### config.mk
export PLATFORM = sky130hd
export DESIGN_NAME = vrpm_top
export DESIGN_NICKNAME = d
export VERILOG_FILES = /design/src/design/vrpm_pkg.sv /design/src/design/vrpm_top.sv
export SDC_FILE = /design/constraint.sdc
export NUM_CORES = 2
export LEC_CHECK = 0
export BUFFER_PORTS_ARGS = -buffer_cell sky130_fd_sc_hd__buf_2
export CORE_ASPECT_RATIO = 1.2
export CORE_UTILIZATION = 25
export DETAILED_ROUTE_END_ITERATION = 6
export MAX_ROUTING_LAYER = met4
export PLACE_DENSITY = 0.41
export SLEW_MARGIN = 0
export SYNTH_ARGS = -nofsm -noshare
export SYNTH_HDL_FRONTEND = slang
export SYNTH_SLANG_ARGS = --single-unit
### constraint.sdc
create_clock -name core_clk -period 4.2 [get_ports core_clk]
set_clock_uncertainty 0.2 [all_clocks]
set_input_delay 0.63 -clock core_clk [delete_from_list [all_inputs] [get_ports core_clk]]
set_output_delay 0.63 -clock core_clk [all_outputs]
set_load 0.05 [all_outputs]
### src/design/vrpm_pkg.sv
package vrpm_pkg;

	// Architectural vector registers per context
	localparam int ARCH_REGS = 32;
	// Default number of hardware thread contexts
	localparam int DEF_CTX = 4;
	// Default number of physical vector registers
	localparam int DEF_PHYS = 64;
	// Largest context count the address map can hold
	localparam int MAX_CTX = 8;

	// Avalon byte address and data widths
	localparam int ADDR_W = 9;
	localparam int DATA_W = 32;

	// Per-context register offsets inside one context window
	localparam logic [4:0] OFS_GRANT = 5'h00;
	localparam logic [4:0] OFS_RELEASE = 5'h04;
	localparam logic [4:0] OFS_ACCESS = 5'h08;
	localparam logic [4:0] OFS_SAVE = 5'h0C;
	localparam logic [4:0] OFS_MODIFY = 5'h10;
	localparam logic [4:0] OFS_REQUEST = 5'h14;
	// Context window select field: address bits [7:5]
	localparam int CTX_LSB = 5;
	// Address bit 8 selects the global window
	localparam int GLOBAL_BIT = 8;
	// Global interrupt registers
	localparam logic [4:0] OFS_IRQ_STAT = 5'h00;
	localparam logic [4:0] OFS_IRQ_MASK = 5'h04;

	// Reset value of every control bit set
	localparam logic [31:0] RST_BITS = 32'h0000_0000;

	// Interrupt event bit positions
	localparam int EV_FAULT = 0;
	localparam int EV_GRANT_FAIL = 1;
	localparam int IRQ_W = 2;
	localparam logic [IRQ_W-1:0] RST_IRQ = 2'h0;

	// Bus handshake states
	typedef enum logic [1:0]
	{
		BUS_IDLE = 2'b00,
		BUS_ACK = 2'b01
	} vrpm_bus_t;

	// One vector instruction's register use
	typedef struct packed
	{
		logic valid; // Instruction issued this cycle
		logic [2:0] ctx; // Issuing hardware context
		logic [31:0] rdMask; // Architectural registers read
		logic [31:0] wrMask; // Architectural registers written
		logic [4:0] dstIdx; // Register whose storage is looked up
	} vrpm_inst_t;

endpackage : vrpm_pkg

### src/design/vrpm_top.sv
`timescale 1ns/1ps
// Contract
// RQ1: Table maps each physical register to owner
// RQ2: Every context has its own control state
// RQ3: Grant write binds a free physical register
// RQ4: Access bit n set when register mapped
// RQ5: Failed grant leaves access and table unchanged
// RQ6: Software reads access back after grant
// RQ7: Unmapped or pending-save use raises fault
// RQ8: Fault sets request bit of each culprit
// RQ9: Any register write sets its modified bit
// RQ10: Software may clear pending-save bits
// RQ11: Software may clear modified bits
// RQ12: Software sets save bits on thread switch
// RQ13: Save equal access makes switch safe
// RQ14: Software saves then releases before moving
// RQ15: Release write frees the bound physical register
// RQ16: Freed register serves any later grant
// RQ17: Same context and index reach same storage
// RQ18: Release also clears the access bit
module vrpm_top
	import vrpm_pkg::*;
#(
	parameter int NCTX = DEF_CTX, // Hardware thread contexts
	parameter int NPHYS = DEF_PHYS // Physical vector registers
)
(
	input wire logic core_clk, // Core clock, 10 MHz
	input wire logic rst_n, // Asynchronous reset, active low
	input wire logic [ADDR_W-1:0] avs_address, // Byte address
	input wire logic avs_read, // Read request
	input wire logic avs_write, // Write request
	input wire logic [DATA_W-1:0] avs_writedata, // Write data
	output logic [DATA_W-1:0] avs_readdata, // Read data
	output logic avs_waitrequest, // Stall until answer
	input wire vrpm_inst_t inst, // Instruction register use
	output logic instFault, // Access-disabled exception pulse
	output logic [$clog2(NPHYS)-1:0] instPhys, // Storage of dstIdx
	output logic instPhysOk, // dstIdx is mapped
	output logic irq // Level interrupt
);

	localparam int PHW = $clog2(NPHYS);
	// Refuse sizes the address map or table cannot serve
	if (NCTX < 2 || NCTX > MAX_CTX || NPHYS < 2)
	begin : g_bad_size
		$error("NCTX must lie between 2 and 8, NPHYS at least 2");
	end
	// Mapping table, one entry per physical register
	logic [NPHYS-1:0] tblValid; // Entry bound
	logic [NPHYS-1:0][2:0] tblCtx; // Owning context
	logic [NPHYS-1:0][4:0] tblArch; // Backed architectural index
	// Per-context control state
	logic [NCTX-1:0][31:0] accessReg; // Mapped registers
	logic [NCTX-1:0][31:0] saveReg; // Pending-save registers
	logic [NCTX-1:0][31:0] modifyReg; // Written registers
	logic [NCTX-1:0][31:0] requestReg; // Fault culprits
	// Interrupt state
	logic [IRQ_W-1:0] irqStatReg; // Sticky events
	logic [IRQ_W-1:0] irqMaskReg; // Enables
	logic [IRQ_W-1:0] irqStatNext; // Status after events and clears
	// Bus handshake
	vrpm_bus_t busState; // Idle or answering
	logic waitReqReg; // Drives waitrequest
	logic [DATA_W-1:0] readDataReg; // Drives readdata
	logic busReq; // A request is present
	logic commit; // Request completes this edge
	logic [2:0] bCtx; // Addressed context
	logic [4:0] bOfs; // Offset inside window
	logic bGlobal; // Global window addressed
	logic ctxOk; // Addressed context exists
	logic [DATA_W-1:0] rdValue; // Value for a read
	logic [4:0] wIdx; // Written architectural index
	// Decoded register writes
	logic grantHit, releaseHit, saveWr, modifyWr, requestWr;
	logic irqStatWr, irqMaskWr;
	// Table searches
	logic freeFound; // Some entry is free
	logic [PHW-1:0] freeIdx; // Lowest free entry
	logic mapped; // Bus context already holds wIdx
	logic [PHW-1:0] mapIdx; // Entry holding it
	logic instMapped; // Instruction context holds dstIdx
	logic [PHW-1:0] instIdx; // Entry holding it
	// Instruction checks
	logic instCtxOk; // Instruction context exists
	logic [31:0] faultBits; // Registers that block the access
	logic faultEv; // Access-disabled event
	logic writeOk; // Access completes and writes
	logic grantFail; // Grant found no free entry
	assign busReq = avs_read | avs_write;
	assign commit = busReq & ~waitReqReg;
	assign bCtx = avs_address[CTX_LSB+2:CTX_LSB];
	assign bOfs = avs_address[4:0];
	assign bGlobal = avs_address[GLOBAL_BIT];
	assign ctxOk = (32'(bCtx) < NCTX);
	assign wIdx = avs_writedata[4:0];
	// Write decode, effective only on the completing edge
	always_comb
	begin
		grantHit = 1'b0;
		releaseHit = 1'b0;
		saveWr = 1'b0;
		modifyWr = 1'b0;
		requestWr = 1'b0;
		irqStatWr = 1'b0;
		irqMaskWr = 1'b0;
		if (commit && avs_write && bGlobal)
		begin
			irqStatWr = (bOfs == OFS_IRQ_STAT);
			irqMaskWr = (bOfs == OFS_IRQ_MASK);
		end
		else if (commit && avs_write && ctxOk)
		begin
			grantHit = (bOfs == OFS_GRANT);
			releaseHit = (bOfs == OFS_RELEASE);
			saveWr = (bOfs == OFS_SAVE);
			modifyWr = (bOfs == OFS_MODIFY);
			requestWr = (bOfs == OFS_REQUEST);
		end
	end

	// Read mux; unmapped addresses read as zero
	always_comb
	begin
		rdValue = '0;
		if (bGlobal)
		begin
			case (bOfs)
				OFS_IRQ_STAT: rdValue = 32'(irqStatReg);
				OFS_IRQ_MASK: rdValue = 32'(irqMaskReg);
				default: rdValue = '0;
			endcase
		end
		else if (ctxOk)
		begin
			case (bOfs)
				OFS_ACCESS: rdValue = accessReg[bCtx]; // [RQ4]
				OFS_SAVE: rdValue = saveReg[bCtx];
				OFS_MODIFY: rdValue = modifyReg[bCtx];
				OFS_REQUEST: rdValue = requestReg[bCtx];
				default: rdValue = '0;
			endcase
		end
	end

	// Bus handshake: one stall cycle, then one answer cycle
	always_ff @(posedge core_clk or negedge rst_n)
	begin
		if (!rst_n)
		begin
			busState <= BUS_IDLE;
			waitReqReg <= 1'b1;
			readDataReg <= '0;
		end
		else
		begin
			case (busState)
				BUS_IDLE:
				begin
					if (busReq)
					begin
						busState <= BUS_ACK;
						waitReqReg <= 1'b0;
						readDataReg <= avs_read ? rdValue : '0;
					end
				end
				default: // Answer cycle or stray code back to idle
				begin
					busState <= BUS_IDLE;
					waitReqReg <= 1'b1;
				end
			endcase
		end
	end

	// Table searches: free entry, bus binding, instruction binding
	always_comb
	begin
		freeFound = 1'b0;
		freeIdx = '0;
		mapped = 1'b0;
		mapIdx = '0;
		instMapped = 1'b0;
		instIdx = '0;
		for (int p = NPHYS - 1; p >= 0; p--)
		begin
			if (!tblValid[p])
			begin
				freeFound = 1'b1; // [RQ16]
				freeIdx = PHW'(p);
			end
			if (tblValid[p] && tblCtx[p] == bCtx && tblArch[p] == wIdx)
			begin
				mapped = 1'b1;
				mapIdx = PHW'(p);
			end
			if (tblValid[p] && tblCtx[p] == inst.ctx &&
				tblArch[p] == inst.dstIdx)
			begin
				instMapped = 1'b1; // [RQ17]
				instIdx = PHW'(p);
			end
		end
	end

	assign grantFail = grantHit & ~mapped & ~freeFound; // [RQ5]

	// Table update on grant and release
	always_ff @(posedge core_clk or negedge rst_n)
	begin
		if (!rst_n)
		begin
			tblValid <= '0;
			tblCtx <= '0;
			tblArch <= '0;
		end
		else if (grantHit && !mapped && freeFound)
		begin
			tblValid[freeIdx] <= 1'b1; // [RQ1] [RQ3] [RQ16]
			tblCtx[freeIdx] <= bCtx;
			tblArch[freeIdx] <= wIdx;
		end
		else if (releaseHit && mapped)
		begin
			tblValid[mapIdx] <= 1'b0; // [RQ15]
		end
	end

	// Instruction check against access and pending-save bits
	assign instCtxOk = (32'(inst.ctx) < NCTX);
	assign faultBits = instCtxOk ?
		((inst.rdMask | inst.wrMask) &
		(saveReg[inst.ctx] | ~accessReg[inst.ctx])) : '0; // [RQ7] [RQ13]
	assign faultEv = inst.valid & instCtxOk & (|faultBits);
	assign writeOk = inst.valid & instCtxOk & ~(|faultBits);

	// Per-context control state, each context independent
	always_ff @(posedge core_clk or negedge rst_n)
	begin
		if (!rst_n)
		begin
			accessReg <= {NCTX{RST_BITS}};
			saveReg <= {NCTX{RST_BITS}};
			modifyReg <= {NCTX{RST_BITS}};
			requestReg <= {NCTX{RST_BITS}};
		end
		else
		begin
			for (int c = 0; c < NCTX; c++)
			begin
				// Grant sets, release clears, only for bus context
				if (grantHit && bCtx == 3'(c) && (mapped || freeFound))
					accessReg[c][wIdx] <= 1'b1; // [RQ2] [RQ3] [RQ4]
				else if (releaseHit && bCtx == 3'(c))
					accessReg[c][wIdx] <= 1'b0; // [RQ18]
				// Pending-save bits are plain read/write
				if (saveWr && bCtx == 3'(c))
					saveReg[c] <= avs_writedata; // [RQ10] [RQ13]
				// Modified bits: write one clears, hardware set wins
				modifyReg[c] <= (modifyReg[c] &
					~((modifyWr && bCtx == 3'(c)) ? avs_writedata : '0)) |
					((writeOk && inst.ctx == 3'(c)) ?
					inst.wrMask : '0); // [RQ9] [RQ11]
				// Request bits: write one clears, fault set wins
				requestReg[c] <= (requestReg[c] &
					~((requestWr && bCtx == 3'(c)) ? avs_writedata : '0)) |
					((faultEv && inst.ctx == 3'(c)) ?
					faultBits : '0); // [RQ8]
			end
		end
	end

	// Instruction answers: fault pulse and storage index
	always_ff @(posedge core_clk or negedge rst_n)
	begin
		if (!rst_n)
		begin
			instFault <= 1'b0;
			instPhys <= '0;
			instPhysOk <= 1'b0;
		end
		else
		begin
			instFault <= faultEv; // [RQ7]
			instPhys <= instIdx; // [RQ17]
			instPhysOk <= inst.valid & instCtxOk & instMapped;
		end
	end

	// Sticky events: write one clears, new event wins
	always_comb
	begin
		irqStatNext = irqStatReg &
			~(irqStatWr ? avs_writedata[IRQ_W-1:0] : RST_IRQ);
		irqStatNext[EV_FAULT] = irqStatNext[EV_FAULT] | faultEv;
		irqStatNext[EV_GRANT_FAIL] = irqStatNext[EV_GRANT_FAIL] | grantFail;
	end

	// Interrupt status, mask and level output
	always_ff @(posedge core_clk or negedge rst_n)
	begin
		if (!rst_n)
		begin
			irqStatReg <= RST_IRQ;
			irqMaskReg <= RST_IRQ;
			irq <= 1'b0;
		end
		else
		begin
			irqStatReg <= irqStatNext;
			if (irqMaskWr)
				irqMaskReg <= avs_writedata[IRQ_W-1:0];
			irq <= |(irqStatReg & irqMaskReg);
		end
	end
	assign avs_waitrequest = waitReqReg;
	assign avs_readdata = readDataReg;
	// Grant sets the access bit of the granted index
	a_grant_sets_access: assert property ( // [RQ3] [RQ4]
		@(posedge core_clk) disable iff (!rst_n)
		grantHit && (mapped || freeFound) |=>
		accessReg[$past(bCtx)][$past(wIdx)])
		else $error("grant did not set access bit");
	// Failed grant changes neither access nor table
	a_grant_full_keeps: assert property ( // [RQ5]
		@(posedge core_clk) disable iff (!rst_n)
		grantFail && !releaseHit |=> $stable(accessReg) && $stable(tblValid))
		else $error("failed grant changed state");
	// Regrant of a held index keeps the same entry
	a_regrant_same_entry: assert property ( // [RQ17]
		@(posedge core_clk) disable iff (!rst_n)
		grantHit && mapped |=> $stable(tblValid) && $stable(tblArch))
		else $error("regrant moved the binding");
	// Release frees the entry and clears access
	a_release_frees: assert property ( // [RQ15] [RQ18]
		@(posedge core_clk) disable iff (!rst_n)
		releaseHit && mapped |=> !tblValid[$past(mapIdx)] &&
		!accessReg[$past(bCtx)][$past(wIdx)])
		else $error("release left entry or access bit");
	// Blocked access raises the fault pulse next cycle
	a_fault_pulse: assert property ( // [RQ7]
		@(posedge core_clk) disable iff (!rst_n)
		inst.valid && instCtxOk && (|faultBits) |=> instFault)
		else $error("blocked access raised no fault");
	// Fault records every culprit register
	a_fault_request: assert property ( // [RQ8]
		@(posedge core_clk) disable iff (!rst_n)
		faultEv |=> (requestReg[$past(inst.ctx)] & $past(faultBits))
		== $past(faultBits))
		else $error("fault culprits not recorded");
	// Completed write marks the written registers modified
	a_write_modify: assert property ( // [RQ9]
		@(posedge core_clk) disable iff (!rst_n)
		writeOk |=> (modifyReg[$past(inst.ctx)] & $past(inst.wrMask))
		== $past(inst.wrMask))
		else $error("written register not modified");
	// Unmasked fault event raises the interrupt
	a_irq_level: assert property (
		@(posedge core_clk) disable iff (!rst_n)
		faultEv && irqMaskReg[EV_FAULT] |=> ##1 irq)
		else $error("interrupt did not rise");
	// Request is answered after exactly one stall cycle
	a_bus_answer: assert property (
		@(posedge core_clk) disable iff (!rst_n)
		busReq && waitReqReg |=> !avs_waitrequest ##1 avs_waitrequest)
		else $error("bus answer timing wrong");
endmodule : vrpm_top

---- After elaboration in Yosys (flattened, before gate mapping) ----
Cells that the tools add are included.
storage, ports and cells
  output and inout bits ................... 42
  logic and storage cells ................. 1257
  input bits .............................. 118
  register bits ........................... 1136
cells by class
  $lt $le $gt $ge ......................... 10
  bitwise logic cells ..................... 57
  reduce and logical (&&, ||, !) cells .... 311
  multiplexer cells ....................... 457
  equality and inequality tests ........... 268
operator list
  kind                                                                                  count
  6-bit 2-to-1 mux                                                                      192
  32-bit 2-to-1 mux                                                                     34
  5-bit == test                                                                         128
  32-bit OR                                                                             14
  32-bit AND                                                                            13
  32-bit binary-select mux with 2-bit select                                            6
  3-bit == test                                                                         128
  320-bit bitwise mux                                                                   1
  32-bit inverter                                                                       10
  1-bit logical AND                                                                     297
  1-bit 2-to-1 mux                                                                      209
  192-bit bitwise mux                                                                   1
  64-bit 2-to-1 mux                                                                     2
  32-bit case mux with 4 select lines                                                   1
  64-bit AND                                                                            1
  64-bit inverter                                                                       1
  64-bit OR                                                                             1
  32-bit OR reduction                                                                   1
  5-bit demux with 6-bit select                                                         1
  3-bit demux with 6-bit select                                                         1
  6-bit by 7-bit less-than comparator with 1-bit output (second input constant)         2
  1-bit demux with 6-bit select                                                         2
  3-bit by 2-bit == test with 1-bit output (second input constant)                      4
  6-bit by 1-bit greater-or-equal comparator with 1-bit output (second input constant)  2
  other kinds (26)                                                                      51

---- Longest topological paths before layout ----
  depth in word-level cells ............... 75
  gate-level depth with buffers ........... 16
  depth with buffers taken out ............ 10

---- Worst setup path after synthesis ----
Ideal clock, no wire load.
  path kind ............................... input port to flip-flop
  start point ............................. in avs_writedata[2]
  end point ............................... reg tblArch[215] (netlist bit)
  path slack .............................. 0.257 ns
  buffers on the path ..................... 4
  arrival ................................. 3.618 ns
  required time ........................... 3.875 ns
  stages .................................. 14
  library setup time ...................... 0.125 ns
  path through ............................ buf_2 > buf_6 > xnor2_1 > nand3_1 > nor3_1 > or4_1 > nand2b_4 > nor4_4 > nand2_2 > buf_6 > or3_1 > buf_4 > nor3_4 > mux2_4
between the ends
  word-level cells in the longest chain between the ends .. 69
  elaborated cells on any way between the ends .. 195
  those cells by class .................... 64 x eq/ne; 64 x mux; 67 x reduce/logical
RTL lines
  element                            line             RTL
  from (decl)                        vrpm_top.sv:33   input wire logic [DATA_W-1:0] avs_writedata,
  5-bit == test                      vrpm_top.sv:192  if (tblValid[p] && tblCtx[p] == bCtx && tblArch[p] == wIdx)
  1-bit logical AND                  vrpm_top.sv:192
  1-bit 2-to-1 mux (63 in series)    vrpm_top.sv:192
  1-bit 2-to-1 mux *                 vrpm_top.sv:192
  1-bit logical NOT *                vrpm_top.sv:217  else if (grantHit && !mapped && freeFound)
  1-bit logical AND * (2 in series)  vrpm_top.sv:217
  to (signal, indexed assignment)    vrpm_top.sv:221  tblArch[freeIdx] <= wIdx;
  to (decl)                          vrpm_top.sv:52   logic [NPHYS-1:0][4:0] tblArch;
Every way passes the cells marked *; elsewhere a longest branch is shown, timed or not.
A chain may end at the register's enable or synchronous reset.

---- Worst setup path after layout ----
  start point ............................. reg tblValid[26]
  end point ............................... reg tblArch[165] (netlist bit)
between the ends
  word-level cells in the longest chain between the ends .. 32
  elaborated cells on any way between the ends .. 92
  those cells by class .................... 2 x order compare; 84 x mux; 6 x reduce/logical
RTL lines
  element                                                                                                    line                              RTL
  from (decl)                                                                                                vrpm_top.sv:50                    logic [NPHYS-1:0] tblValid;
  from (signal assigned)                                                                                     vrpm_top.sv:213                   tblValid <= '0;
  from (signal, indexed assignment)                                                                          vrpm_top.sv:219                   tblValid[freeIdx] <= 1'b1;
  from (signal, indexed assignment)                                                                          vrpm_top.sv:225                   tblValid[mapIdx] <= 1'b0;
  6-bit 2-to-1 mux or 1-bit logical AND (tied branches) (2 in series)                                        vrpm_top.sv:187, vrpm_top.sv:192
  6-bit 2-to-1 mux or 1-bit 2-to-1 mux (tied branches) (25 in series)                                        vrpm_top.sv:187, vrpm_top.sv:192
  6-bit by 7-bit less-than comparator with 1-bit output (implied by the code), or another cell as far along  vrpm_top.sv:221
  1-bit logical AND (implied by the code) or 1-bit 2-to-1 mux (tied branches)                                vrpm_top.sv:221, vrpm_top.sv:192
  5-bit 2-to-1 mux (implied by the code) or 1-bit logical NOT (tied branches)                                vrpm_top.sv:221, vrpm_top.sv:217
  5-bit demux with 6-bit select or 1-bit logical AND (tied branches)                                         vrpm_top.sv:221, vrpm_top.sv:217
  320-bit bitwise mux or 1-bit logical AND (tied branches)                                                   vrpm_top.sv:221, vrpm_top.sv:217
Several ways; a longest one is shown, not always the timed one.

==> results.yml <==
global_routing:
  globalRouteOverflowTotal: 0
  grt_pass1_vias: 52300
  grt_start_max_net_pins: 131
  grt_pass1_wl_um: 373000
  antenna_found_initial: 13
  grt_usage: 0.201
run:
  max_cap_violations: 0
routing:
  route.vias.total: 50600
  routedWlPerCell_um: 24.8
  viasPerCell: 4.95
  drc_errors: 0
  wirelength_um: 254000
  drtIter0Drc: 3424
  final_antenna_net_count: 0
  dr.pass1.iters: 6
synth:
  synth_xor_area_frac: 0.141
  yosysWarningCount: 0
  synthTopCellsByArea: "dfrtp_1 45%, xnor2_1 11%, mux2_2 9.5%"
  yosysTopAreaCell: "dfrtp_1"
  synth_compound_area_frac: 0.0956
  synth-simple-area-share: 0.131
  synthMuxAreaShare: 0.152
  synth_edf_count: 0
  yosys_register_bits: 1135
  syn_inst: 6021
  synth.distinct_cells: 85
  yosysSeqAreaShare: 0.446
  synth_top_family_by_area: "multiplexers"
  synth-main-ff-cell: "dfrtp_1"
  synth_fa_ha_area_frac: 0
  avgSynthCellArea_um2: 10.6
  netlist.area_leader.share: 0.445
  syn-cell-area_um2: 63800
  synth-async-reset-ratio: 1.00
  syn_nets: 6139
timing:
  rsz0062_at_grt: "false"
  maxSlewViolCount: 0
  finalSetupViolCount: 0
  timing.final.crit_share: 0.969
  hold_viol: 0
  clock.fmax_mhz: 246
  finalCriticalPeriod_ns: 4.07
  worst_pin_slew_ns: 1.29
  worst_slack_ns: 0.129
  slew_headroom: 0.135
clock_tree:
  cts_sinks: 1135
  cts_tree: "done"
  post_cts_buffers: 0
  insertion_delay_ns: 0.85
  cts_buffers: 143
  clkSlewWorstSetupHoldPaths_ns: 0.07
  root_buffer: "clkbuf_16"
  htreeDepth: 4
  clock_path_buffers: 3
final_layout:
  final_cell_mix: "1,134 x dfrtp_1, 768 x xnor2_1, 624 x nand2_1"
  drive_above_1_share: 0.275
  num-nets-final: 6863
  utilization: 0.317
  areaGrowthSynthToFinish_pct: 25.6
  layout_commonest_cell: "dfrtp_1"
min_path:
  hold_end: "requestReg[27]$_DFF_PN0_"
  hold_class: "in2reg"
  hp-start: "avs_writedata[27]"
  worstHoldPathCells: 4
placed_design:
  hpwlAfterDp_um: 179000
  post-place-ws_ns: -0.901
  portBuffers: 159
  place_congestion: 0.913
critical_path:
  cp_data_arrival_time_ns: 4.55
  worst_setup_path_start_kind: "register"
  reg2reg_from: "tblValid[26]$_DFFE_PN0P_"
  critPathKind: "reg2reg"
  required_ns: 4.68
  critPathMaxFanout: 9
  worstReg2RegEnd: "tblArch[165]$_DFFE_PN0P_"
  cp-end-kind: "register"
  ff2ff_path_depth: 10
  rrSetupSlack_ns: 0.13
run_status:
  status: "finished, final reports clean"
pwr:
  max-vdd-ir-drop_v: 0.000422
  p_per_area_nw_per_um2: 334
  p_leak_nw: 34.9
  total_power_w: 0.0268
floorplan:
  core_area_um2: 253000
  die_area_um2: 257000
  die_height_um: 555
  start_util: 0.252
  die_width_um: 463
  ios: 160
  rows: 202
layout make-up:
class	instances	area, um^2
Antenna cell	3	7.51
Clock inverter	52	666
Fill cell	25900	173000
Inverter	81	304
Timing Repair Buffer	989	9190
Sequential cell	1135	28400
Clock buffer	200	4020
Tap cell	3366	4210
Multi-Input combinational cell	4395	33300
worst max-delay path: stages (launching register included):
cell and delay [ns]:
dfrtp_1 0.51, nand3_1 0.16, a21o_1 0.22, nor3_1 0.31
nand3_1 0.13, o211ai_1 0.40, a41oi_2 0.39, nor3_4 0.82
nand2_1 0.26, buf_12 0.23, mux2_2 0.27
logic make-up after synthesis:
group	count (synthesis)
simple gates	1685
xor+xnor	1024
buf+inv	491
compound gates	946
flops	1135
mux	740
where the power goes:
group	total [W]	switching (W)	leakage, nW	internal [W]
Sequential	0.0115	0.000184	15.2	0.0113
Combinational	0.00290	0.00175	17.5	0.00115
Clock	0.0124	0.00543	2.29	0.00697
Total	0.0268	0.00737	34.9	0.0194
routing by layer:
layer  vias to the layer above  share of wire  global-route usage
li1                      22800              -                   -
met1                     26200           0.43               0.251
met3                       351          0.039              0.0228
met2                      1269           0.50               0.342
met4                         0          0.027              0.0568
met5                         -              0                   -
cells in the mapped netlist (10+ instances only):
| master | number |
|---|---|
| dfrtp_1 | 1134 |
| mux2_2 | 540 |
| buf_6 | 26 |
| nor3_1 | 112 |
| nor2_1 | 203 |
| buf_4 | 25 |
| a31oi_1 | 18 |
| nand2_1 | 629 |
| a22o_1 | 159 |
| xor2_1 | 256 |
| nor4_1 | 102 |
| a211oi_1 | 10 |
| a2bb2oi_1 | 39 |
| nand3_1 | 156 |
| o22ai_1 | 32 |
| o31ai_1 | 10 |
| xnor2_1 | 768 |
| buf_2 | 35 |
| mux4_2 | 128 |
| clkbuf_1 | 259 |
| or2_2 | 15 |
| a221oi_1 | 32 |
| buf_1 | 62 |
| nor2_2 | 10 |
| and2_1 | 50 |
| or3_1 | 52 |
| nand4_1 | 170 |
| a21oi_1 | 77 |
| mux2i_1 | 64 |
| a32oi_1 | 34 |
| o21bai_1 | 10 |
| nor2b_1 | 101 |
| o21ai_0 | 454 |
| and3_1 | 15 |
| inv_1 | 81 |
| nand2b_1 | 10 |
per-stage QoR:
stage                     TNS (ns)  hold WS (ns)  instance area, um^2  cells
after floorplan                  0         0.134                63800   6021
after global placement     -290.04         0.254                74500   9879
after detailed placement   -291.63         0.265                74500   9879
after CTS                        0        0.0112                80100  10200
after global routing             0        0.0681                80100  10200
final                            0        0.0949                80100  10200
worst max path at each step:
stage	startpoint	slack [ns]	endpoint
6_report	tblValid[26]$_DFFE_PN0P_	0.13	tblArch[165]$_DFFE_PN0P_
5_1_grt	tblValid[26]$_DFFE_PN0P_	0.02	tblArch[165]$_DFFE_PN0P_
4_1_cts	tblValid[63]$_DFFE_PN0P_	0.03	tblCtx[163]$_DFFE_PN0P_
3_5_place_dp	avs_writedata[2]	-0.90	tblValid[2]$_DFFE_PN0P_
3_3_place_gp	avs_writedata[2]	-1.01	tblValid[18]$_DFFE_PN0P_
2_1_floorplan	avs_writedata[2]	0.26	tblArch[215]$_DFFE_PN0P_
repair_timing:
action | CTS | global route
endpoints found under the hold margin | 349 | 0
hold buffers | 87 | 0
setup endpoints to repair | 77 | 303
resized for setup | 3 | 7
Note: power is estimated with default switching activity, not from simulation.
